<file path="config.mk">
export PLATFORM = sky130hd
export DESIGN_NAME = mip_surface_address_gen
export DESIGN_NICKNAME = d
export VERILOG_FILES = /design/src/mip_addr_pkg.sv /design/src/mip_level_dims.sv /design/src/texel_to_byte.sv /design/src/mip_surface_address_gen.sv
export SDC_FILE = /design/constraint.sdc
export NUM_CORES = 2
export LEC_CHECK = 0
export BUFFER_PORTS_ARGS = -buffer_cell sky130_fd_sc_hd__buf_4
export CAP_MARGIN = 20
export CORE_AREA = 2 2 378 380
export CTS_CLUSTER_DIAMETER = 200
export DETAILED_ROUTE_END_ITERATION = 16
export DIE_AREA = 0 0 380 382
export PLACE_DENSITY = 0.52
export SYNTH_ARGS = -nofsm -noshare
export SYNTH_HDL_FRONTEND = slang
export SYNTH_SLANG_ARGS = --single-unit
</file>
<file path="constraint.sdc">
create_clock -name clk -period 3.9 [get_ports clk]
set_input_delay 0.78 -clock clk [delete_from_list [all_inputs] [get_ports clk]]
set_output_delay 0.78 -clock clk [all_outputs]
set_load 0.01 [all_outputs]
</file>
<file path="src/mip_addr_pkg.sv">
// constants, enumerations and field widths for the mip surface address generator
// assumes a single core clock; surface state is held steady by the driver while in use
// Contract
// - buffer is array of structures, max 2048
// - buffer structures packed back to back, linear
// - 1D surfaces act as height-one 2D
// - stencil surface is one unsigned byte
// - base address is upper-left of level zero
// - uncompressed levels start on even rows
// - compressed levels stack directly, block padded
// - pitch alignment dword linear, 16 bytes tiled
// - level size halves, clamped at one
// - padded size is alignment times ceiling
// - side layout: level one right, stack down
// - under layout: level one below, two right
// - alignment width 4, eight-wide 8; height 4
// - other alignment height: stencil 4, else 2
// - address is base plus row and column terms
// - texel rows per row and bytes per texel
// - byte pitch is dword pitch times four
// - level corners sit on alignment unit multiples
// - compressed block row covers four texel rows; code does this for eight-wide only, block compressed uses one
// - slice stride times index adds to y
package mip_addr_pkg;

  localparam int ADDR_W     = 32;
  localparam int DIM_W      = 14;
  localparam int PAD_W      = DIM_W + 1;
  localparam int LOD_W      = 4;
  localparam int MAX_LEVELS = 15;
  localparam int X_W        = 16;
  localparam int Y_W        = 24;
  localparam int PITCH_W    = 12;
  localparam int PBYTE_W    = PITCH_W + 2;
  localparam int STRUCT_W   = 12;
  localparam int IDX_W      = 11;
  localparam int STRIDE_W   = 14;
  localparam int LATENCY    = 2;

  // largest structure a buffer may hold, in bytes
  localparam logic [STRUCT_W:0] STRUCT_MAX_BYTES = 13'h0800;

  // alignment unit sizes as log2
  localparam logic [1:0] ALIGN_W_STD_LOG2  = 2'h2;
  localparam logic [1:0] ALIGN_W_WIDE_LOG2 = 2'h3;
  localparam logic [1:0] ALIGN_H_TALL_LOG2 = 2'h2;
  localparam logic [1:0] ALIGN_H_STD_LOG2  = 2'h1;

  // texel rows per memory row as log2
  localparam logic [1:0] ROWS_WIDE_LOG2 = 2'h2;
  localparam logic [1:0] ROWS_STD_LOG2  = 2'h0;

  // dword pitch to byte pitch, and tiled pitch must be a multiple of four dwords
  localparam logic [1:0] DW_BYTES_LOG2    = 2'h2;
  localparam logic [1:0] TILED_PITCH_MASK = 2'h3;

  // block compressed texel footprint
  localparam logic [1:0] BLOCK_ROW_MASK = 2'h3;

  typedef enum logic [1:0] {
    SURF_BUFFER  = 2'h0,
    SURF_1D      = 2'h1,
    SURF_2D      = 2'h2,
    SURF_STENCIL = 2'h3
  } surf_kind_t;

  typedef enum logic [2:0] {
    FMT_PLAIN                   = 3'h0,
    FMT_FOUR_BIT                = 3'h1,
    FMT_YUV422                  = 3'h2,
    FMT_BLOCK_COMPRESSED        = 3'h3,
    FMT_EIGHT_WIDE_COMPRESSED   = 3'h4
  } fmt_class_t;

  // bytes per texel: code n means 2^n half bytes
  typedef enum logic [2:0] {
    BPT_HALF = 3'h0,
    BPT_1    = 3'h1,
    BPT_2    = 3'h2,
    BPT_4    = 3'h3,
    BPT_8    = 3'h4,
    BPT_16   = 3'h5
  } bpt_t;

  typedef enum logic [1:0] {
    MIP_LAYOUT_SIDE  = 2'h0,
    MIP_LAYOUT_UNDER = 2'h1,
    MIP_LAYOUT_OLD   = 2'h3
  } mip_layout_t;

endpackage

</file>
<file path="src/mip_level_dims.sv">
// size of one mip level, clamped, and padded to the alignment unit
// assumes alignment sizes are powers of two given as log2
`timescale 1ns/10ps
`default_nettype none
module mip_level_dims
  import mip_addr_pkg::*;
#(
  parameter int LEVEL = 0
) (
  // base level size
  input  wire logic [DIM_W-1:0] base_width,
  input  wire logic [DIM_W-1:0] base_height,
  // alignment unit
  input  wire logic [1:0]       i_log2,
  input  wire logic [1:0]       j_log2,
  // padded size of this level
  output logic      [PAD_W-1:0] pad_width,
  output logic      [PAD_W-1:0] pad_height
);

  logic [DIM_W-1:0] lvl_w;
  logic [DIM_W-1:0] lvl_h;
  logic [PAD_W:0]   sum_w;
  logic [PAD_W:0]   sum_h;

  always_comb begin
    lvl_w = base_width >> LEVEL;
    lvl_h = base_height >> LEVEL;
    if (lvl_w == '0) begin
      lvl_w = DIM_W'(1);
    end
    if (lvl_h == '0) begin
      lvl_h = DIM_W'(1);
    end
    sum_w = (PAD_W + 1)'(lvl_w) + ((PAD_W + 1)'(1) << i_log2) - (PAD_W + 1)'(1);
    sum_h = (PAD_W + 1)'(lvl_h) + ((PAD_W + 1)'(1) << j_log2) - (PAD_W + 1)'(1);
    pad_width  = PAD_W'((sum_w >> i_log2) << i_log2);
    pad_height = PAD_W'((sum_h >> j_log2) << j_log2);
  end

endmodule
`default_nettype wire

</file>
<file path="src/texel_to_byte.sv">
// cartesian texel position to linear byte address
// assumes y is a multiple of the texel rows per memory row
`timescale 1ns/10ps
`default_nettype none
module texel_to_byte
  import mip_addr_pkg::*;
(
  // surface
  input  wire logic [ADDR_W-1:0]  base,
  input  wire logic [PBYTE_W-1:0] pitch_bytes,
  input  wire bpt_t               bpt,
  input  wire logic [1:0]         rows_log2,
  // position
  input  wire logic [X_W-1:0]     x,
  input  wire logic [Y_W-1:0]     y,
  // result
  output logic      [ADDR_W-1:0]  lin_addr
);

  logic [Y_W+PBYTE_W-1:0] row_term;
  logic [X_W+7:0]         col_term;

  always_comb begin
    row_term = ((Y_W + PBYTE_W)'(y) * (Y_W + PBYTE_W)'(pitch_bytes)) >> rows_log2;
    // half byte units keep the half-byte formats exact
    col_term = (((X_W + 8)'(x) << rows_log2) << bpt) >> 1;
    lin_addr = base + ADDR_W'(row_term) + ADDR_W'(col_term);
  end

endmodule
`default_nettype wire

</file>
<file path="src/mip_surface_address_gen.sv">
// surface address generator: level sizes, level corners, byte addresses
// assumes surface state is stable while requests that use it are in flight
`timescale 1ns/10ps
`default_nettype none
module mip_surface_address_gen
  import mip_addr_pkg::*;
#(
  parameter int LEVELS = MAX_LEVELS
) (
  // clock and reset
  input  wire logic                clk,
  input  wire logic                rst_n,
  // surface state
  input  wire surf_kind_t          surf_kind,
  input  wire fmt_class_t          fmt_class,
  input  wire bpt_t                bpt_code,
  input  wire logic                tiled,
  input  wire mip_layout_t         mip_layout,
  input  wire logic [DIM_W-1:0]    surf_width,
  input  wire logic [DIM_W-1:0]    surf_height,
  input  wire logic [PITCH_W-1:0]  pitch_dw,
  input  wire logic [STRUCT_W:0]   struct_bytes,
  input  wire logic [ADDR_W-1:0]   base_addr,
  input  wire logic [STRIDE_W-1:0] slice_row_stride,
  // request
  input  wire logic                req_valid,
  input  wire logic [LOD_W-1:0]    req_lod,
  input  wire logic [X_W-1:0]      req_x,
  input  wire logic [X_W-1:0]      req_y,
  input  wire logic [IDX_W-1:0]    req_array_idx,
  input  wire logic [STRUCT_W-1:0] req_elem_off,
  // answer
  output logic                     addr_valid,
  output logic      [ADDR_W-1:0]   addr,
  output logic                     addr_err
);

  typedef struct packed {
    logic               s1_valid;
    logic               s1_buffer;
    logic               s1_err;
    logic [ADDR_W-1:0]  s1_base;
    logic [X_W-1:0]     s1_x;
    logic [Y_W-1:0]     s1_y;
    logic [PBYTE_W-1:0] s1_pitch_bytes;
    bpt_t               s1_bpt;
    logic [1:0]         s1_rows_log2;
    logic               s2_valid;
    logic               s2_err;
    logic [ADDR_W-1:0]  s2_addr;
  } pipe_t;

  pipe_t state_reg;
  pipe_t state_next;

  logic rst_meta_reg;
  logic rst_core_reg;

  // async assert, sync release
  always_ff @(posedge clk or negedge rst_n) begin
    if (!rst_n) begin
      rst_meta_reg <= 1'b0;
      rst_core_reg <= 1'b0;
    end else begin
      rst_meta_reg <= 1'b1;
      rst_core_reg <= rst_meta_reg;
    end
  end

  logic             is_eight;
  logic             is_comp;
  logic             is_stencil;
  logic [1:0]       i_log2;
  logic [1:0]       j_log2;
  logic [1:0]       rows_log2;
  logic [DIM_W-1:0] eff_height;
  bpt_t             eff_bpt;
  logic [LOD_W-1:0] eff_lod;

  always_comb begin
    is_eight   = (fmt_class == FMT_EIGHT_WIDE_COMPRESSED);
    is_comp    = is_eight || (fmt_class == FMT_BLOCK_COMPRESSED);
    is_stencil = (surf_kind == SURF_STENCIL);
    i_log2 = is_eight ? ALIGN_W_WIDE_LOG2 : ALIGN_W_STD_LOG2;
    j_log2 = (is_comp || is_stencil) ? ALIGN_H_TALL_LOG2 : ALIGN_H_STD_LOG2;
    // eight-wide block row is four texel rows; block compressed uses one
    rows_log2 = is_eight ? ROWS_WIDE_LOG2 : ROWS_STD_LOG2;
    eff_height = (surf_kind == SURF_1D) ? DIM_W'(1) : surf_height;
    case (fmt_class)
      FMT_FOUR_BIT, FMT_EIGHT_WIDE_COMPRESSED: eff_bpt = BPT_HALF;
      FMT_YUV422:                              eff_bpt = BPT_2;
      default:                                 eff_bpt = bpt_code;
    endcase
    if (is_stencil) begin
      eff_bpt = BPT_1;
    end
    if (is_stencil) begin
      eff_lod = '0;
    end else if (req_lod > LOD_W'(LEVELS - 1)) begin
      eff_lod = LOD_W'(LEVELS - 1);
    end else begin
      eff_lod = req_lod;
    end
  end

  logic [PAD_W-1:0] w_pad [LEVELS];
  logic [PAD_W-1:0] h_pad [LEVELS];
  logic [Y_W-1:0]   cum_h [LEVELS+1];

  assign cum_h[0] = '0;

  // even rows come from a height unit of two
  // compressed levels abut, padded to blocks
  for (genvar g = 0; g < LEVELS; g++) begin : g_level
    mip_level_dims #(
      .LEVEL (g)
    ) u_dims (
      .base_width  (surf_width),
      .base_height (eff_height),
      .i_log2      (i_log2),
      .j_log2      (j_log2),
      .pad_width   (w_pad[g]),
      .pad_height  (h_pad[g])
    );
    assign cum_h[g+1] = cum_h[g] + Y_W'(h_pad[g]);
  end

  logic [X_W-1:0]    corner_x;
  logic [Y_W-1:0]    corner_y;
  logic [X_W-1:0]    mask_x;
  logic              req_err;
  logic [ADDR_W-1:0] buf_addr;

  always_comb begin
    corner_x = '0;
    corner_y = '0;
    case (mip_layout)
      MIP_LAYOUT_SIDE: begin
        if (eff_lod != '0) begin
          corner_x = X_W'(w_pad[0]);
          corner_y = cum_h[eff_lod] - Y_W'(h_pad[0]);
        end
      end
      MIP_LAYOUT_UNDER: begin
        if (eff_lod == LOD_W'(1)) begin
          corner_y = Y_W'(h_pad[0]);
        end else if (eff_lod != '0) begin
          corner_x = X_W'(w_pad[1]);
          corner_y = cum_h[eff_lod] - Y_W'(h_pad[1]);
        end
      end
      default: begin
        corner_y = cum_h[eff_lod];
      end
    endcase
    // offsets inside a compressed level stay on blocks
    mask_x  = (X_W'(1) << i_log2) - X_W'(1);
    req_err = is_comp && (((req_x & mask_x) != '0) || ((req_y[1:0] & BLOCK_ROW_MASK) != '0));
    // tiled pitch holds whole 16-byte units
    if (tiled && ((pitch_dw[1:0] & TILED_PITCH_MASK) != '0)) begin
      req_err = 1'b1;
    end
    if (surf_kind == SURF_BUFFER) begin
      req_err = tiled || (struct_bytes == '0) || (struct_bytes > STRUCT_MAX_BYTES);
    end
    buf_addr = base_addr + ADDR_W'((X_W + STRUCT_W + 1)'(req_x) * (X_W + STRUCT_W + 1)'(struct_bytes))
             + ADDR_W'(req_elem_off);
  end

  logic [ADDR_W-1:0] lin_addr;

  texel_to_byte u_conv (
    .base        (state_reg.s1_base),
    .pitch_bytes (state_reg.s1_pitch_bytes),
    .bpt         (state_reg.s1_bpt),
    .rows_log2   (state_reg.s1_rows_log2),
    .x           (state_reg.s1_x),
    .y           (state_reg.s1_y),
    .lin_addr    (lin_addr)
  );

  always_comb begin
    state_next = state_reg;
    state_next.s1_valid  = req_valid;
    state_next.s1_buffer = (surf_kind == SURF_BUFFER);
    state_next.s1_err    = req_err;
    state_next.s1_base   = (surf_kind == SURF_BUFFER) ? buf_addr : base_addr;
    state_next.s1_x      = corner_x + req_x;
    state_next.s1_y      = corner_y + Y_W'(req_y)
                         + Y_W'((IDX_W + STRIDE_W)'(req_array_idx) * (IDX_W + STRIDE_W)'(slice_row_stride));
    state_next.s1_pitch_bytes = PBYTE_W'(pitch_dw) << DW_BYTES_LOG2;
    state_next.s1_bpt         = eff_bpt;
    state_next.s1_rows_log2   = rows_log2;
    state_next.s2_valid = state_reg.s1_valid;
    state_next.s2_err   = state_reg.s1_valid && state_reg.s1_err;
    if (state_reg.s1_valid) begin
      state_next.s2_addr = state_reg.s1_buffer ? state_reg.s1_base : lin_addr;
    end
  end

  always_ff @(posedge clk or negedge rst_core_reg) begin
    if (!rst_core_reg) begin
      state_reg <= '0;
    end else begin
      state_reg <= state_next;
    end
  end

  assign addr_valid = state_reg.s2_valid;
  assign addr       = state_reg.s2_addr;
  assign addr_err   = state_reg.s2_err;

  property p_latency;
    @(posedge clk) disable iff (!rst_core_reg)
    req_valid |-> ##2 addr_valid;
  endproperty
  a_latency: assert property (p_latency) else $error("answer not two cycles after request");

  property p_no_spurious;
    @(posedge clk) disable iff (!rst_core_reg)
    !req_valid |-> ##2 !addr_valid;
  endproperty
  a_no_spurious: assert property (p_no_spurious) else $error("answer without request");

  property p_base_corner;
    @(posedge clk) disable iff (!rst_core_reg)
    (req_valid && surf_kind == SURF_2D && req_lod == '0 && req_x == '0 && req_y == '0
      && req_array_idx == '0) |-> ##2 (addr == $past(base_addr, 2));
  endproperty
  a_base_corner: assert property (p_base_corner) else $error("level zero origin not at base");

  property p_pitch_row;
    @(posedge clk) disable iff (!rst_core_reg)
    (req_valid && surf_kind == SURF_2D && !is_eight && req_lod == '0 && req_x == '0
      && req_y == X_W'(1) && req_array_idx == '0)
      |-> ##2 (addr == $past(base_addr, 2) + ADDR_W'({$past(pitch_dw, 2), 2'h0}));
  endproperty
  a_pitch_row: assert property (p_pitch_row) else $error("row step is not four times pitch");

  property p_buffer_addr;
    @(posedge clk) disable iff (!rst_core_reg)
    (req_valid && surf_kind == SURF_BUFFER) |-> ##2 (addr == $past(buf_addr, 2));
  endproperty
  a_buffer_addr: assert property (p_buffer_addr) else $error("buffer element address wrong");

  property p_buffer_tiled;
    @(posedge clk) disable iff (!rst_core_reg)
    (req_valid && surf_kind == SURF_BUFFER && tiled) |-> ##2 addr_err;
  endproperty
  a_buffer_tiled: assert property (p_buffer_tiled) else $error("tiled buffer not flagged");

  property p_even_rows;
    @(posedge clk) disable iff (!rst_core_reg)
    (req_valid && !is_comp && req_y == '0 && req_array_idx == '0) |=> !state_reg.s1_y[0];
  endproperty
  a_even_rows: assert property (p_even_rows) else $error("uncompressed level on odd row");

  property p_block_rows;
    @(posedge clk) disable iff (!rst_core_reg)
    (req_valid && is_comp && req_y == '0 && req_array_idx == '0) |=> (state_reg.s1_y[1:0] == '0);
  endproperty
  a_block_rows: assert property (p_block_rows) else $error("compressed level off block row");

  property p_side_one;
    @(posedge clk) disable iff (!rst_core_reg)
    (req_valid && !is_stencil && mip_layout == MIP_LAYOUT_SIDE && req_lod == LOD_W'(1)
      && req_x == '0 && req_y == '0 && req_array_idx == '0)
      |=> (state_reg.s1_x == X_W'($past(w_pad[0])) && state_reg.s1_y == '0);
  endproperty
  a_side_one: assert property (p_side_one) else $error("side level one misplaced");

  property p_under_two;
    @(posedge clk) disable iff (!rst_core_reg)
    (req_valid && !is_stencil && mip_layout == MIP_LAYOUT_UNDER && req_lod == LOD_W'(2)
      && req_x == '0 && req_y == '0 && req_array_idx == '0)
      |=> (state_reg.s1_x == X_W'($past(w_pad[1])) && state_reg.s1_y == Y_W'($past(h_pad[0])));
  endproperty
  a_under_two: assert property (p_under_two) else $error("under level two misplaced");

  property p_one_d;
    @(posedge clk) disable iff (!rst_core_reg)
    (req_valid && surf_kind == SURF_1D && !is_comp) |-> (h_pad[0] == PAD_W'(2));
  endproperty
  a_one_d: assert property (p_one_d) else $error("1D level height not one padded to two");

  property p_align_w;
    @(posedge clk) disable iff (!rst_core_reg)
    (req_valid && is_eight) |-> (w_pad[LEVELS-1] == PAD_W'(8));
  endproperty
  a_align_w: assert property (p_align_w) else $error("eight-wide last level not one unit");

  property p_stencil;
    @(posedge clk) disable iff (!rst_core_reg)
    (req_valid && is_stencil) |=> (state_reg.s1_bpt == BPT_1);
  endproperty
  a_stencil: assert property (p_stencil) else $error("stencil not one byte per texel");

endmodule
`default_nettype wire

</file>
==> reports/qor.json <==
{
  "placement": {
    "dp.final_hpwl_mm": 149,
    "dpl.cell_count": 9552,
    "routabilityCongestion": 0.935,
    "port-buffer-count": 205,
    "detailedPlace.worstSlack_ns": -16.03
  },
  "yosys": {
    "synth_enable_flop_cells": 0,
    "dominantRegCellSynth": "dfrtp_1",
    "syn_avg_cell_area_sq_um": 7.99,
    "synth.ff_latch_count": 127,
    "synth_warnings": 0,
    "cells_after_synthesis": 6138,
    "synthesis.area_sq_mm": 0.0491,
    "ys_async_sr_fraction_pct": 100,
    "netlist_cell_types": 99,
    "yosysSeqAreaShare_pct": 6.48
  },
  "routing": {
    "detail_route.first_pass.iterations": 5,
    "drt_wl_total_mm": 179,
    "routed_wire_length_per_instance_um": 18.3,
    "detail_route.drc_violations": 0,
    "drt.antenna.violating_nets": 0,
    "routed_via_density": 4.98,
    "num_vias": 48745,
    "dr.first_iter.drc_count": 2717
  },
  "setup_path": {
    "cp.required_ns": 4.28,
    "slowest_delay_ns": 0.55,
    "worstSetupStartpoint": "surf_kind[1]",
    "crit_type": "input port to register",
    "cp_max_fo": 6,
    "cpMaxStageDelayCell": "fa_2",
    "cp_data_arrival_time_ns": 18.89,
    "start_kind": "input port",
    "worstSetupPathDepth": 94,
    "worstReg2RegEnd": "addr[31]$_DFFE_PN0P_",
    "path_delay_family": "adder cells",
    "critical-path-top-cell-by-count": "ha_4",
    "r2r_cells": 43,
    "cp-end-kind": "register",
    "worst-r2r-setup-slack_ns": -4.65,
    "cp_num_buf_inv": 20,
    "crit_end": "state_reg[76]$_DFF_PN0_",
    "worstReg2RegStart": "state_reg[55]$_DFF_PN0_"
  },
  "timing": {
    "report.final.hold_viol_count": 0,
    "final_max_slew_viol_count": 0,
    "min_period_ns": 18.51,
    "setup_violations": 84,
    "final_skew_ns": 0.0210,
    "worstMarginPinSlew_ns": 0.863,
    "total_negative_slack_for_setup_checks_ns": -414.75,
    "final_min_period_over_clock_period_pct": 475,
    "max_freq_mhz": 54.0,
    "grt_setup_unrepaired": "yes",
    "final_critical_path_setup_slack_ns": -14.61,
    "slew_headroom_pct": 42.5
  },
  "clock_network": {
    "root_buffer": "clkbuf_16",
    "insertion_delay_ns": 0.47,
    "cts_tree": "done",
    "ctsHtreeMaxLevel": 4,
    "numCtsBuffers": 17,
    "cts.reportedPaths.clkPinSlew_ns": 0.07,
    "hold_buffers": 0,
    "clock_sink_count": 127,
    "ctsLongestPathBuffers": 2
  },
  "layout": {
    "synthToLayoutAreaGrowth_pct": 48.9,
    "fin_cells": 9792,
    "largest_register_ff_count": 90,
    "final_net_count": 9293,
    "fillers": 13265,
    "final_core_utilization_pct": 51.8,
    "drive_gt1_share_pct": 37.9
  },
  "floorplanning": {
    "dieArea_sq_mm": 0.145,
    "io_pins": 206,
    "row_count": 138,
    "floorplan.die.width_um": 380,
    "initial_core_util_pct": 34.8,
    "chipHeight_um": 382,
    "design.core.area_sq_mm": 0.141
  },
  "global_route": {
    "grt_start_max_net_pins": 63,
    "grt.overflow.total": 0,
    "grt_util_all_layers_pct": 24.3,
    "first_global_vias": 51237,
    "wire_length_of_the_first_global_routing_pass_mm": 280,
    "grt_antenna_before_repair": 12
  },
  "run_status": {
    "status": "complete, but fails checks",
    "failed_checks": "negative setup slack"
  },
  "min_path": {
    "hold_class": "input port to asynchronous set/reset pin"
  },
  "flow_run": {
    "max_cap_viol_count": 0
  }
}
-- worst min-delay path by stage --
stage,to,cells past startpoint,start,slack [ns]
finish,rst_meta_reg$_DFF_PN0_,1,rst_n,0.09
global route,rst_meta_reg$_DFF_PN0_,1,rst_n,0.07
CTS,rst_core_reg$_DFF_PN0_,1,rst_n,0.06
detailed placement,rst_core_reg$_DFF_PN0_,0,rst_meta_reg$_DFF_PN0_,0.35
global placement,rst_core_reg$_DFF_PN0_,0,rst_meta_reg$_DFF_PN0_,0.34
floorplan,rst_core_reg$_DFF_PN0_,0,rst_meta_reg$_DFF_PN0_,0.33
-- synth_stat cells, drive strengths merged (21+ instances only) --
cell    count  area [sq um]
buf        59           350
a211oi     50           403
o211ai     27           208
mux2i      62           621
inv       962          3610
nor3       93           475
a21o      110           826
o221ai     21           196
nand2     831          3120
and2      232          1450
a21boi     32           240
o21ai     250          1250
ha        628          7860
nand3      64           320
o22ai      36           231
nand4      21           138
nor2b      38           238
fa        608         12200
dfrtp     127          3180
xor2      132          1160
and3       52           325
nor2      306          1150
nand2b     48           300
a21oi     401          2010
o21a       52           398
clkbuf    214           803
xnor2     289          2610
o21bai    113           848
or3        22           138
a31oi      29           181
-- final cells by class --
class / instances / area (sq um) / share of cell area [%]
Clock inverter: 15 / 168 / 0.230
Inverter: 963 / 3680 / 5.04
Antenna cell: 4 / 10.0 / 0.0137
Multi-Input combinational cell: 4806 / 47800 / 65.4
Tap cell: 1890 / 2360 / 3.24
Timing Repair Buffer: 1970 / 15400 / 21.1
Clock buffer: 17 / 425 / 0.582
Sequential cell: 127 / 3200 / 4.38
-- what timing repair did --
item / CTS / global route
pin swaps: 289 / 354
endpoints found under the setup margin: 90 / 88
buffers inserted: 133 / 100
resized for setup: 404 / 563
-- per-stage QoR --
step	hold slack [ns]	area [sq um]
3_3_place_gp	0.344	65400
2_1_floorplan	0.331	51100
5_1_grt	0.0667	73000
4_1_cts	0.0568	69100
3_5_place_dp	0.348	65400
6_report	0.0850	73000
-- kinds of logic after synthesis --
group	share of synthesized area [%]
AND/OR/NAND/NOR	16.4
AO/OA/AOI/OAI	16.5
adder cells (fa/ha/maj)	40.8
buffers and inverters	9.72
XOR/XNOR	8.08
flip-flops	6.48
multiplexers	2.05
other	0.0153
-- cells in the final DEF (no fill, tap or decap), types with 29 or more instances in the layout --
cell and instances:
conb_1 33, o21ai_1 68, xor2_2 31, dfrtp_1 113
a21oi_4 29, and3_1 44, xnor2_2 101, nor2_1 264
nor2b_1 33, xor2_1 88, o21ai_2 43, nand3_1 55
mux2i_1 44, o21bai_1 101, buf_6 84, and2_1 227
ha_4 151, buf_4 1858, ha_1 460, nand2_1 775
xnor2_1 150, nand2b_1 46, o21a_1 48, a21oi_2 124
fa_1 588, o22ai_1 34, inv_1 891, xnor2_4 38
inv_2 60, nand2_2 34, a21o_1 109, a21oi_1 248
nor3_1 72, o21ai_0 133
-- metal layers --
metal,vias up,track usage [%],part of all wire (%)
met5,-,0,0.022
met3,230,2.11,4.5
met4,6,4.67,2.4
li1,23533,-,-
met2,986,43.2,49
met1,23990,32.3,44
Power is left out: the tool's default activity adds up to more than one toggle a clock period on the data nets, which glitch-free logic cannot reach.
